File: config.mk
export PLATFORM = sky130hd
export DESIGN_NAME = aps_sequencer
export DESIGN_NICKNAME = d
export VERILOG_FILES = /design/src/core/aps_pkg.sv /design/src/core/aps_diag_time.sv /design/src/core/aps_sequencer.sv /design/src/core/aps_step_timer.sv
export SDC_FILE = /design/constraint.sdc
export NUM_CORES = 1
export LEC_CHECK = 0
export BUFFER_PORTS_ARGS = -buffer_cell sky130_fd_sc_hd__buf_2
export CORE_AREA = 5 5 176 178
export CTS_CLUSTER_DIAMETER = 200
export DETAILED_ROUTE_END_ITERATION = 7
export DIE_AREA = 0 0 181 183
export PLACE_DENSITY_LB_ADDON = 0.08
export SETUP_SLACK_MARGIN = 0.2
export SLEW_MARGIN = 20
export SYNTH_ARGS = -nofsm -noshare
export SYNTH_HDL_FRONTEND = slang
export SYNTH_SLANG_ARGS = --single-unit
File: constraint.sdc
create_clock -name clk -period 16.15 [get_ports clk]
set_clock_uncertainty 0.2 [all_clocks]
set_input_delay 3.23 -clock clk [delete_from_list [all_inputs] [get_ports clk]]
set_output_delay 3.23 -clock clk [all_outputs]
set_load 0.005 [all_outputs]
File: src/core/aps_pkg.sv
// Purpose: constants, step enum and helpers for the pyramid acquisition sequencer
// Assumes: 125 MHz internal oscillator clock, times held in ns
// Notes: cycle counts round up to whole clocks
//
// How it works
// - host acquire write starts configured acquisition
// - acquire strobe always reads back zero
// - start taken when command reaches this device
// - done flag set after whole acquisition
// - type field writes ignored while done set
// - order select zero selects pyramid order
// - pump off, block, cells up, down, block
// - first_diag_slot two phases, second_diag_slot two, aux
// - pump recovery unless no oversample or last
// - repeat cycle per oversample, then done
// - 15us init, 27.75us block measurement
// - 6.38us cell setup when any cell
// - 9us per enabled cell per cycle
// - 5.44us per enabled aux input
// - 57us recovery between oversample cycles
// - die 32.44, supply 23.81, path 8.44us
// - gain 24.28, altref 86.44, dac 19.5, others 5.44us
// - fixed rate auto bias settles 6*settle
// - free run settle subtracts other times
package aps_pkg;
  localparam int CLK_PERIOD_NS = 8;

  function automatic int cyc_ceil(input int ns);
    return (ns + CLK_PERIOD_NS - 1) / CLK_PERIOD_NS;
  endfunction

  localparam int NUM_CELLS = 14;
  localparam int NUM_AUX = 6;
  localparam int TMR_W = 20;

  localparam int INIT_NS = 15000;
  localparam int BLK_PHASE_NS = 13875;
  localparam int CELL_SETUP_NS = 6380;
  localparam int CELL_PHASE_NS = 4500;
  localparam int AUX_CH_NS = 5440;
  localparam int RECOVER_NS = 57000;
  localparam int ENDPOINT_NS = 11200;
  localparam int COMPARATOR_ACCURACY_CHECK_NS = 13500;
  localparam int SETTLE_UNIT_NS = 6000;
  localparam int DIE_TEMP_PHASE_NS = 16220;
  localparam int SUPPLY_PHASE_NS = 11905;
  localparam int COMP_PATH_PHASE_NS = 4220;
  localparam int GAIN_PHASE_NS = 12140;
  localparam int ALTREF_PHASE_NS = 43220;
  localparam int DAC_PHASE_NS = 9750;
  localparam int OTHER_PHASE_NS = 2720;

  localparam int INIT_CYC = cyc_ceil(INIT_NS);
  localparam int BLK_PHASE_CYC = cyc_ceil(BLK_PHASE_NS);
  localparam int CELL_SETUP_CYC = cyc_ceil(CELL_SETUP_NS);
  localparam int CELL_PHASE_CYC = cyc_ceil(CELL_PHASE_NS);
  localparam int AUX_CH_CYC = cyc_ceil(AUX_CH_NS);
  localparam int RECOVER_CYC = cyc_ceil(RECOVER_NS);
  localparam int ENDPOINT_CYC = cyc_ceil(ENDPOINT_NS);
  localparam int COMPARATOR_ACCURACY_CHECK_CYC = cyc_ceil(COMPARATOR_ACCURACY_CHECK_NS);
  localparam int SETTLE_UNIT_CYC = cyc_ceil(SETTLE_UNIT_NS);
  localparam int DIE_TEMP_PHASE_CYC = cyc_ceil(DIE_TEMP_PHASE_NS);
  localparam int SUPPLY_PHASE_CYC = cyc_ceil(SUPPLY_PHASE_NS);
  localparam int COMP_PATH_PHASE_CYC = cyc_ceil(COMP_PATH_PHASE_NS);
  localparam int GAIN_PHASE_CYC = cyc_ceil(GAIN_PHASE_NS);
  localparam int ALTREF_PHASE_CYC = cyc_ceil(ALTREF_PHASE_NS);
  localparam int DAC_PHASE_CYC = cyc_ceil(DAC_PHASE_NS);
  localparam int OTHER_PHASE_CYC = cyc_ceil(OTHER_PHASE_NS);

  localparam logic [3:0] DIAG_OFF = 4'h0;
  localparam logic [3:0] DIAG_DIE_TEMP = 4'h1;
  localparam logic [3:0] DIAG_SUPPLY = 4'h2;
  localparam logic [3:0] DIAG_COMP_PATH = 4'h3;
  localparam logic [3:0] DIAG_CELL_GAIN = 4'h4;
  localparam logic [3:0] DIAG_ALTREF = 4'h5;
  localparam logic [3:0] DIAG_DAC = 4'h6;

  localparam logic ORDER_PYRAMID = 1'h0;
  localparam logic [1:0] RATE_FREE_RUN = 2'h0;
  localparam logic [2:0] OVS_NONE = 3'h0;
  localparam logic [3:0] TYPE_RESET = 4'h0;
  localparam logic [4:0] CELL_NONE = 5'h1f;

  typedef enum logic [4:0] {
    ST_IDLE, ST_INIT, ST_SETTLE, ST_PUMP_OFF, ST_BLK1, ST_SETUP, ST_CELL_UP,
    ST_CELL_DN, ST_BLK2, ST_DIAG1A, ST_DIAG1B, ST_DIAG2A, ST_DIAG2B, ST_AUX,
    ST_RECOVER, ST_ENDPOINT, ST_COMPARATOR_ACCURACY_CHECK
  } aps_step_e;

  // number of measurement cycles; 0 means a single cycle
  function automatic logic [7:0] ovs_total(input logic [2:0] code);
    if (code == OVS_NONE) return 8'h01;
    if (code >= 3'h6) return 8'h80;
    return 8'(8'h01 << (code + 3'h1));
  endfunction
endpackage

File: src/core/aps_diag_time.sv
// Purpose: per-phase duration of one diagnostic slot
// Assumes: select zero means the slot is off
// Notes: each slot runs two equal phases
`timescale 1ns/10ps
module aps_diag_time
  import aps_pkg::*;
#(
  parameter int ALTREF_CYC = ALTREF_PHASE_CYC
) (
  // selection
  input wire logic [3:0] diagSelect,
  // duration of one phase in clocks
  output logic [TMR_W-1:0] phaseCycles
);
  always_comb begin
    unique case (diagSelect)
      DIAG_OFF: phaseCycles = '0;
      DIAG_DIE_TEMP: phaseCycles = TMR_W'(DIE_TEMP_PHASE_CYC);
      DIAG_SUPPLY: phaseCycles = TMR_W'(SUPPLY_PHASE_CYC);
      DIAG_COMP_PATH: phaseCycles = TMR_W'(COMP_PATH_PHASE_CYC);
      DIAG_CELL_GAIN: phaseCycles = TMR_W'(GAIN_PHASE_CYC);
      DIAG_ALTREF: phaseCycles = TMR_W'(ALTREF_CYC);
      DIAG_DAC: phaseCycles = TMR_W'(DAC_PHASE_CYC);
      default: phaseCycles = TMR_W'(OTHER_PHASE_CYC);
    endcase
  end
endmodule

File: src/core/aps_sequencer.sv
// Purpose: pyramid-order acquisition sequencer with oversampling and pump control
// Assumes: host write pulses arrive synchronous to clk, one cycle each
// Notes: configuration is captured when an acquisition starts
`timescale 1ns/10ps
module aps_sequencer
  import aps_pkg::*;
#(
  parameter int RECOVER_CYCLES = RECOVER_CYC,
  parameter int ALTREF_CYCLES = ALTREF_PHASE_CYC
) (
  // clock and reset
  input wire logic clk,
  input wire logic rst_b,
  // acquisition control register writes
  input wire logic acquireWrite,
  input wire logic acquisitionTypeWrite,
  input wire logic [3:0] acquisitionTypeIn,
  input wire logic doneClearWrite,
  // configuration
  input wire logic conversionOrderSelect,
  input wire logic [2:0] oversampleCount,
  input wire logic blockMeasureEnable,
  input wire logic [NUM_CELLS-1:0] cellEnableMask,
  input wire logic [3:0] firstDiagSelect,
  input wire logic [3:0] secondDiagSelect,
  input wire logic [NUM_AUX-1:0] auxEnableMask,
  input wire logic [9:0] auxSettleTime,
  input wire logic thermistorBiasAuto,
  input wire logic [1:0] sampleRateSelect,
  input wire logic adcEndpointCheckEnable,
  input wire logic comparatorAccuracyCheckEnable,
  // status
  output logic acquireStrobeReadback,
  output logic acquisitionDoneFlag,
  output logic [3:0] acquisitionTypeField,
  output logic acquisitionBusy,
  output logic hvPumpEnable,
  output logic [4:0] activeStep,
  output logic [4:0] activeCell,
  output logic [7:0] oversampleIndex
);
  aps_step_e step_reg, step_next;
  logic [4:0] cell_reg, cell_next;
  logic [7:0] cyc_reg, cyc_next;
  logic done_reg, done_next;
  logic [3:0] type_reg, type_next;
  logic busy_reg, busy_next;
  logic pump_reg, pump_next;
  logic strobeRb_reg;
  logic blk_reg, endp_reg, comp_reg, auto_reg, freeRun_reg;
  logic [NUM_CELLS-1:0] cells_reg;
  logic [NUM_AUX-1:0] aux_reg;
  logic [3:0] d1_reg, d2_reg;
  logic [7:0] ovsTot_reg;
  logic [9:0] settleT_reg;
  logic latchCfg;
  logic loadTmr;
  logic tmrExpire;
  logic [TMR_W-1:0] loadCount;
  logic [TMR_W-1:0] d1Cyc, d2Cyc, settleCyc, fixedSettle, otherTime;
  logic lastCycle, start, anyCell, anyAux;

  function automatic logic [4:0] scan_cell(input logic [NUM_CELLS-1:0] mask,
                                           input logic [4:0] from, input logic up);
    logic [4:0] found;
    found = CELL_NONE;
    for (int i = 0; i < NUM_CELLS; i++) begin
      if (up && mask[NUM_CELLS-1-i] && (5'(NUM_CELLS-1-i) >= from)) begin
        found = 5'(NUM_CELLS-1-i);
      end
      if (!up && mask[i] && (5'(i) <= from)) begin
        found = 5'(i);
      end
    end
    return found;
  endfunction

  function automatic int count_ones(input logic [NUM_CELLS-1:0] bits);
    int n;
    n = 0;
    for (int i = 0; i < NUM_CELLS; i++) begin
      n = n + int'(bits[i]);
    end
    return n;
  endfunction

  // fixed pyramid order of steps
  function automatic aps_step_e follow(input aps_step_e s, input logic last);
    unique case (s)
      ST_IDLE: return ST_INIT;
      ST_INIT: return ST_SETTLE;
      ST_SETTLE: return ST_PUMP_OFF;
      ST_PUMP_OFF: return ST_BLK1;
      ST_BLK1: return ST_SETUP;
      ST_SETUP: return ST_CELL_UP;
      ST_CELL_UP: return ST_CELL_DN;
      ST_CELL_DN: return ST_BLK2;
      ST_BLK2: return ST_DIAG1A;
      ST_DIAG1A: return ST_DIAG1B;
      ST_DIAG1B: return ST_DIAG2A;
      ST_DIAG2A: return ST_DIAG2B;
      ST_DIAG2B: return ST_AUX;
      ST_AUX: return last ? ST_ENDPOINT : ST_RECOVER;
      ST_RECOVER: return ST_PUMP_OFF;
      ST_ENDPOINT: return ST_COMPARATOR_ACCURACY_CHECK;
      ST_COMPARATOR_ACCURACY_CHECK: return ST_IDLE;
    endcase
  endfunction

  assign anyCell = |cells_reg;
  assign anyAux = |aux_reg;
  assign lastCycle = (cyc_reg + 8'h01) == ovsTot_reg;
  assign start = acquireWrite && (step_reg == ST_IDLE)
                 && (conversionOrderSelect == ORDER_PYRAMID);

  aps_diag_time #(.ALTREF_CYC(ALTREF_CYCLES)) u_first_diag_slot (
    .diagSelect(d1_reg),
    .phaseCycles(d1Cyc)
  );

  aps_diag_time #(.ALTREF_CYC(ALTREF_CYCLES)) u_second_diag_slot (
    .diagSelect(d2_reg),
    .phaseCycles(d2Cyc)
  );

  aps_step_timer #(.W(TMR_W)) u_timer (
    .clk(clk),
    .rst_b(rst_b),
    .load(loadTmr),
    .loadCount(loadCount),
    .expire(tmrExpire)
  );

  // aux settling, once per acquisition
  always_comb begin
    fixedSettle = TMR_W'(settleT_reg * SETTLE_UNIT_CYC);
    otherTime = TMR_W'(INIT_CYC) + (d1Cyc << 1) + (d2Cyc << 1);
    if (blk_reg) begin
      otherTime = otherTime + TMR_W'(2 * BLK_PHASE_CYC);
    end
    if (anyCell) begin
      otherTime = otherTime + TMR_W'(CELL_SETUP_CYC)
                  + TMR_W'(2 * CELL_PHASE_CYC * count_ones(cells_reg));
    end
    settleCyc = '0;
    if (auto_reg && anyAux) begin
      if (!freeRun_reg) begin
        settleCyc = fixedSettle;
      end else if (fixedSettle > otherTime) begin
        settleCyc = fixedSettle - otherTime;
      end
    end
  end

  // step sequencing
  always_comb begin
    aps_step_e s;
    logic skip;
    s = step_reg;
    skip = 1'b0;
    step_next = step_reg;
    cell_next = cell_reg;
    cyc_next = cyc_reg;
    loadTmr = 1'b0;
    latchCfg = 1'b0;
    done_next = done_reg;
    type_next = type_reg;
    if (start) begin
      latchCfg = 1'b1;
      cyc_next = 8'h00;
      step_next = ST_INIT;
      loadTmr = 1'b1;
    end else if (tmrExpire && step_reg != ST_IDLE) begin
      if (step_reg == ST_CELL_UP && cell_reg < 5'(NUM_CELLS - 1)
          && scan_cell(cells_reg, cell_reg + 5'h01, 1'b1) != CELL_NONE) begin
        cell_next = scan_cell(cells_reg, cell_reg + 5'h01, 1'b1);
        loadTmr = 1'b1;
      end else if (step_reg == ST_CELL_DN && cell_reg != 5'h00
                   && scan_cell(cells_reg, cell_reg - 5'h01, 1'b0) != CELL_NONE) begin
        cell_next = scan_cell(cells_reg, cell_reg - 5'h01, 1'b0);
        loadTmr = 1'b1;
      end else begin
        s = follow(step_reg, lastCycle);
        for (int i = 0; i < 16; i++) begin
          unique case (s)
            ST_SETTLE: skip = (settleCyc == '0);
            ST_BLK1, ST_BLK2: skip = !blk_reg;
            ST_SETUP, ST_CELL_UP, ST_CELL_DN: skip = !anyCell;
            ST_DIAG1A, ST_DIAG1B: skip = (d1_reg == DIAG_OFF);
            ST_DIAG2A, ST_DIAG2B: skip = (d2_reg == DIAG_OFF);
            ST_AUX: skip = !anyAux;
            ST_ENDPOINT: skip = !endp_reg;
            ST_COMPARATOR_ACCURACY_CHECK: skip = !comp_reg;
            default: skip = 1'b0;
          endcase
          if (skip) begin
            s = follow(s, lastCycle);
          end
        end
        if (s == ST_CELL_UP) begin
          cell_next = scan_cell(cells_reg, 5'h00, 1'b1);
        end
        if (s == ST_CELL_DN) begin
          cell_next = scan_cell(cells_reg, 5'(NUM_CELLS - 1), 1'b0);
        end
        if (s == ST_RECOVER) begin
          cyc_next = cyc_reg + 8'h01;
        end
        step_next = s;
        if (s == ST_IDLE) begin
          done_next = 1'b1;
        end else begin
          loadTmr = 1'b1;
        end
      end
    end
    if (doneClearWrite && !(done_next && !done_reg)) begin
      done_next = 1'b0;
    end
    if (acquisitionTypeWrite && !done_reg && step_reg == ST_IDLE) begin
      type_next = acquisitionTypeIn;
    end
    busy_next = (step_next != ST_IDLE);
    pump_next = (step_next == ST_IDLE) || (step_next == ST_INIT)
                || (step_next == ST_SETTLE) || (step_next == ST_RECOVER);
  end

  // duration of the step being entered
  always_comb begin
    unique case (step_next)
      ST_INIT: loadCount = TMR_W'(INIT_CYC);
      ST_SETTLE: loadCount = settleCyc;
      ST_BLK1, ST_BLK2: loadCount = TMR_W'(BLK_PHASE_CYC);
      ST_SETUP: loadCount = TMR_W'(CELL_SETUP_CYC);
      ST_CELL_UP, ST_CELL_DN: loadCount = TMR_W'(CELL_PHASE_CYC);
      ST_DIAG1A, ST_DIAG1B: loadCount = d1Cyc;
      ST_DIAG2A, ST_DIAG2B: loadCount = d2Cyc;
      ST_AUX: loadCount = TMR_W'(AUX_CH_CYC * count_ones(NUM_CELLS'(aux_reg)));
      ST_RECOVER: loadCount = TMR_W'(RECOVER_CYCLES);
      ST_ENDPOINT: loadCount = TMR_W'(ENDPOINT_CYC);
      ST_COMPARATOR_ACCURACY_CHECK: loadCount = TMR_W'(COMPARATOR_ACCURACY_CHECK_CYC);
      default: loadCount = TMR_W'(1);
    endcase
  end

  always_ff @(posedge clk or negedge rst_b) begin
    if (!rst_b) begin
      step_reg <= ST_IDLE;
      cell_reg <= 5'h00;
      cyc_reg <= 8'h00;
      done_reg <= 1'b0;
      type_reg <= TYPE_RESET;
      busy_reg <= 1'b0;
      pump_reg <= 1'b1;
      strobeRb_reg <= 1'b0;
    end else begin
      step_reg <= step_next;
      cell_reg <= cell_next;
      cyc_reg <= cyc_next;
      done_reg <= done_next;
      type_reg <= type_next;
      busy_reg <= busy_next;
      pump_reg <= pump_next;
      strobeRb_reg <= 1'b0;
    end
  end

  // configuration captured at start
  always_ff @(posedge clk or negedge rst_b) begin
    if (!rst_b) begin
      blk_reg <= 1'b0;
      endp_reg <= 1'b0;
      comp_reg <= 1'b0;
      auto_reg <= 1'b0;
      freeRun_reg <= 1'b0;
      cells_reg <= '0;
      aux_reg <= '0;
      d1_reg <= DIAG_OFF;
      d2_reg <= DIAG_OFF;
      ovsTot_reg <= 8'h01;
      settleT_reg <= 10'h000;
    end else if (latchCfg) begin
      blk_reg <= blockMeasureEnable;
      endp_reg <= adcEndpointCheckEnable;
      comp_reg <= comparatorAccuracyCheckEnable;
      auto_reg <= thermistorBiasAuto;
      freeRun_reg <= (sampleRateSelect == RATE_FREE_RUN);
      cells_reg <= cellEnableMask;
      aux_reg <= auxEnableMask;
      d1_reg <= firstDiagSelect;
      d2_reg <= secondDiagSelect;
      ovsTot_reg <= ovs_total(oversampleCount);
      settleT_reg <= auxSettleTime;
    end
  end

  assign acquireStrobeReadback = strobeRb_reg;
  assign acquisitionDoneFlag = done_reg;
  assign acquisitionTypeField = type_reg;
  assign acquisitionBusy = busy_reg;
  assign hvPumpEnable = pump_reg;
  assign activeStep = step_reg;
  assign activeCell = cell_reg;
  assign oversampleIndex = cyc_reg;
endmodule

File: src/core/aps_step_timer.sv
// Purpose: down counter that times one sequencer step
// Assumes: load count of zero is treated as one cycle
// Notes: expire pulses the cycle the count runs out
`timescale 1ns/10ps
module aps_step_timer
  import aps_pkg::*;
#(
  parameter int W = TMR_W
) (
  // clock and reset
  input wire logic clk,
  input wire logic rst_b,
  // control
  input wire logic load,
  input wire logic [W-1:0] loadCount,
  // status
  output logic expire
);
  logic [W-1:0] count_reg;
  logic [W-1:0] count_next;

  // from the register only: load is derived from expire upstream
  assign expire = (count_reg == W'(1));

  always_comb begin
    count_next = count_reg;
    if (load) begin
      count_next = (loadCount == '0) ? W'(1) : loadCount;
    end else if (count_reg != '0) begin
      count_next = count_reg - W'(1);
    end
  end

  always_ff @(posedge clk or negedge rst_b) begin
    if (!rst_b) begin
      count_reg <= '0;
    end else begin
      count_reg <= count_next;
    end
  end
endmodule

==> summary.txt <==
Worst hold path
  – Min-Delay Endpoint: ovsTot_reg[0]
  – Hold Crit Class: reg -> reg
  – Hold wc startpoint: ovsTot_reg[0]
  – Worst hold path depth: 2

Routing
  – DRT Pass-1 Iters: 7
  – DRT iter0 DRCs: 1918
  – Routed WL per cell: 21.7 um
  – Antenna-violating nets left: 0
  – Drt drc: 0
  – Vias/cell: 6.54
  – Total Wirelength: 67100 um
  – Total number of vias: 20200

Setup path
  – Crit path max fanout: 8
  – Worst EP arrival: around 17 ns
  – Slowest CP cell: or4b_4
  – Endpoint class of the critical path: register
  – Worst r2r src: cells_reg[5]
  – Critical path class: reg -> reg
  – Most used cell, CP: a21oi_2
  – CP peak stage delay: between 0.5 and 0.6 ns
  – Critical Path Source Type: register
  – CP required: 16.23 ns
  – R2R setup slack: -0.61 ns
  – FF-to-FF path depth: 74
  – FF-to-FF End: u_timer.count_reg[0]

Place
  – DP Wirelength: 46300 um
  – Setup slack at placement: -0.964 ns
  – GPL Wtd Cong: 1.04
  – Cells after DPL: 2965
  – I/O Buffers: 81

Clock tree
  – Worst-path clk slew: 0.08 ns
  – Clock Tree Buf Depth: 2
  – Clk root buf: clkbuf_16
  – Hold buffers post-CTS: 0
  – Total CTS buffers: 9
  – Htree depth: 3
  – Clock latency on the worst-skew pair: 0.38 ns
  – CTS tree: yes
  – Clk sinks: 96

GRT
  – Vias in the first global route: 18700
  – Total GRT Usage: a little over a third
  – Initial antenna violation count: 0
  – Largest net degree at the start of global routing: 71
  – Gr ovfl total: 0
  – First-pass GRT wire length: between 90000 and 100000 um

Synth
  – Asr flop ratio synth: 100%
  – Synth warn: 0
  – Adder-cell share of the synthesized area: 18.3%
  – Synth Area in Compound Gates: between 20% and 30%
  – Syn Nets: 2522
  – Synth Area in XOR/XNOR: 5.74%
  – Synth Area in Simple Gates: 25.1%
  – Register area share after synthesis: 14.4%
  – Yosys cell types: 123
  – Netlist Area Pre-Place: approximately 0.017 sq mm
  – Syn Inst Count: 2253
  – Number of flops mapped to enable cells by yosys: 0
  – Synth Flop Type: dfrtp_1
  – Largest family of logic cells by synthesized area: compound AO/OA/AOI/OAI gates
  – Synth Area per Inst: 7.42 sq um
  – Synth Register Bits: 96
  – Post-synthesis mux area share: around 2.4%

Run status
  – Status: finished, violations left
  – Violated checks: setup timing

Die
  – Std cell rows: 63
  – Die ar.: 0.0331 sq mm
  – Die Ht: between 150 and 200 um
  – I/O pins: 83
  – Initial Util: 57.2%
  – Core footprint: approximately 0.029 sq mm
  – Die width: between 150 and 200 um

Timing
  – Final setup violation count: 20
  – Fin. Hold Viols: 0
  – RSZ-0062 raised after global routing: true
  – FMAX: just under 60 MHz
  – Slew headroom: a little under a fifth
  – Fin. max-slew vios: 0
  – Slew @ Worst Pin: 1.22 ns
  – Fin worst setup slack: -0.605 ns
  – Period utilisation layout: 104%
  – Fin crit period: 16.76 ns

Finish
  – Nets@finish: 2964
  – Final Util: 78.4%
  – Share of cells above drive strength 1: between 30% and 40%
  – Syn-to-layout area delta: 37.1%
  – Largest register FFs: 20
  – Final Non-Filler Cells: about 3100
  – Ant diodes: 0

Run
  – Max Cap Violations: 0
==> per-layer routing <==
| layer | share of wire, % | global-route usage, % | up-vias |
|---|---|---|---|
| met5 | 0 | 0 | - |
| met3 | 8.5 | 5.12 | 365 |
| met4 | 6.3 | 16.1 | 0 |
| li1 | - | - | 9008 |
| met2 | 47 | 59.2 | 1277 |
| met1 | 38 | 43.9 | 9560 |
==> timing repair <==
item                       4_1_cts  5_1_grt
resized for setup              144      259
cloned                           0        2
pin swaps                       81      146
setup buffers                   35       72
setup endpoints to repair       28       36
==> cells in the final DEF (no fill, tap or decap), types with 12 or more instances in the layout <==
cell        n
a22oi_1    18
dfrtp_1    94
nor2b_1    17
nand3_1    80
buf_2      80
o21ai_0   108
xnor2_1    67
or2_2      14
o211ai_1   18
o21a_1     19
nor3_1     39
a211oi_1   17
nand2b_1   35
xor2_1     33
a21o_1     27
or4_1      12
and2_1     28
nor2_1    136
buf_4     387
nor4_1     13
ha_1      140
o21ai_1    26
a31oi_1    19
a21oi_2    38
inv_1     181
nand2_1   309
buf_6      40
o21ai_2    13
o31ai_1    15
nor2_2     13
o22ai_1    18
nand4_1    22
o21bai_1   19
fa_1       50
mux2i_1    16
ha_4       18
a21oi_1   115
==> cell type report <==
class	count	area, sq um
clock buffer	10	229
tap	390	488
inverter	190	723
timing repair buffer	516	3940
clock inverter	6	53.8
fill	2002	6320
multi-input combinational	1882	15100
sequential	96	2400
==> worst max-delay path: cells and delay by family (launching register included) <==
family,cells,cell delay [ns]
and+or+nand+nor,16,3.57
buffers and inverters,13,1.67
adders and majority gates,10,3.86
AOI/OAI and AO/OA,31,6.00
xor gates and xnor gates,3,0.59
muxes,1,0.33
DFF,1,0.41
==> how the worst max path moves through the flow <==
stage | start | end | slack, ns
2_1_floorplan | cells_reg[0] | u_timer.count_reg[0] | 0.21
3_3_place_gp | cells_reg[5] | u_timer.count_reg[0] | -0.65
3_5_place_dp | cells_reg[5] | u_timer.count_reg[0] | -0.96
4_1_cts | cells_reg[5] | u_timer.count_reg[0] | 0.14
5_1_grt | cells_reg[5] | u_timer.count_reg[8] | -1.12
6_report | cells_reg[5] | u_timer.count_reg[0] | -0.61
==> synthesized netlist by cell type, types with 21 or more instances <==
library cell / number / share of area [%]
buf_2: 23 / 0.69
o21bai_1: 23 / 1.0
mux2i_1: 23 / 1.4
nand2b_1: 38 / 1.4
a211oi_1: 25 / 1.1
o21a_1: 21 / 0.94
and2_1: 30 / 1.1
xnor2_1: 70 / 3.7
a21o_1: 29 / 1.3
o21ai_0: 132 / 4.0
nand4_1: 22 / 0.82
nand3_1: 90 / 2.7
nor4_1: 22 / 0.82
xor2_1: 35 / 1.8
a31oi_1: 29 / 1.1
nor3_1: 51 / 1.5
dfrtp_1: 94 / 14
ha_1: 159 / 12
inv_1: 185 / 4.2
a21oi_1: 158 / 4.7
nor2_1: 156 / 3.5
clkbuf_1: 54 / 1.2
o22ai_1: 25 / 0.94
fa_1: 53 / 6.3
nand2_1: 318 / 7.1
==> logic make-up after synthesis <==
| family | after synthesis |
|---|---|
| simple gates | 857 |
| compound gates | 665 |
| buf+inv | 275 |
| fa+ha+maj | 213 |
| xor+xnor | 107 |
| flops | 96 |
| mux | 38 |
| other cells | 2 |
==> metrics by stage <==
| step | setup TNS, ns | hold WS, ns | area, sq um |
|---|---|---|---|
| after floorplan | 0 | 0.257 | 16700 |
| after global placement | -6.13 | 0.274 | 19800 |
| after detailed placement | -11.72 | 0.289 | 19800 |
| after CTS | 0 | 0.298 | 21100 |
| after global routing | -20.06 | 0.323 | 22900 |
| final | -7.03 | 0.301 | 22900 |
Power is left out: the tool's default activity adds up to more than one toggle a clock period on the data nets, which glitch-free logic cannot reach.
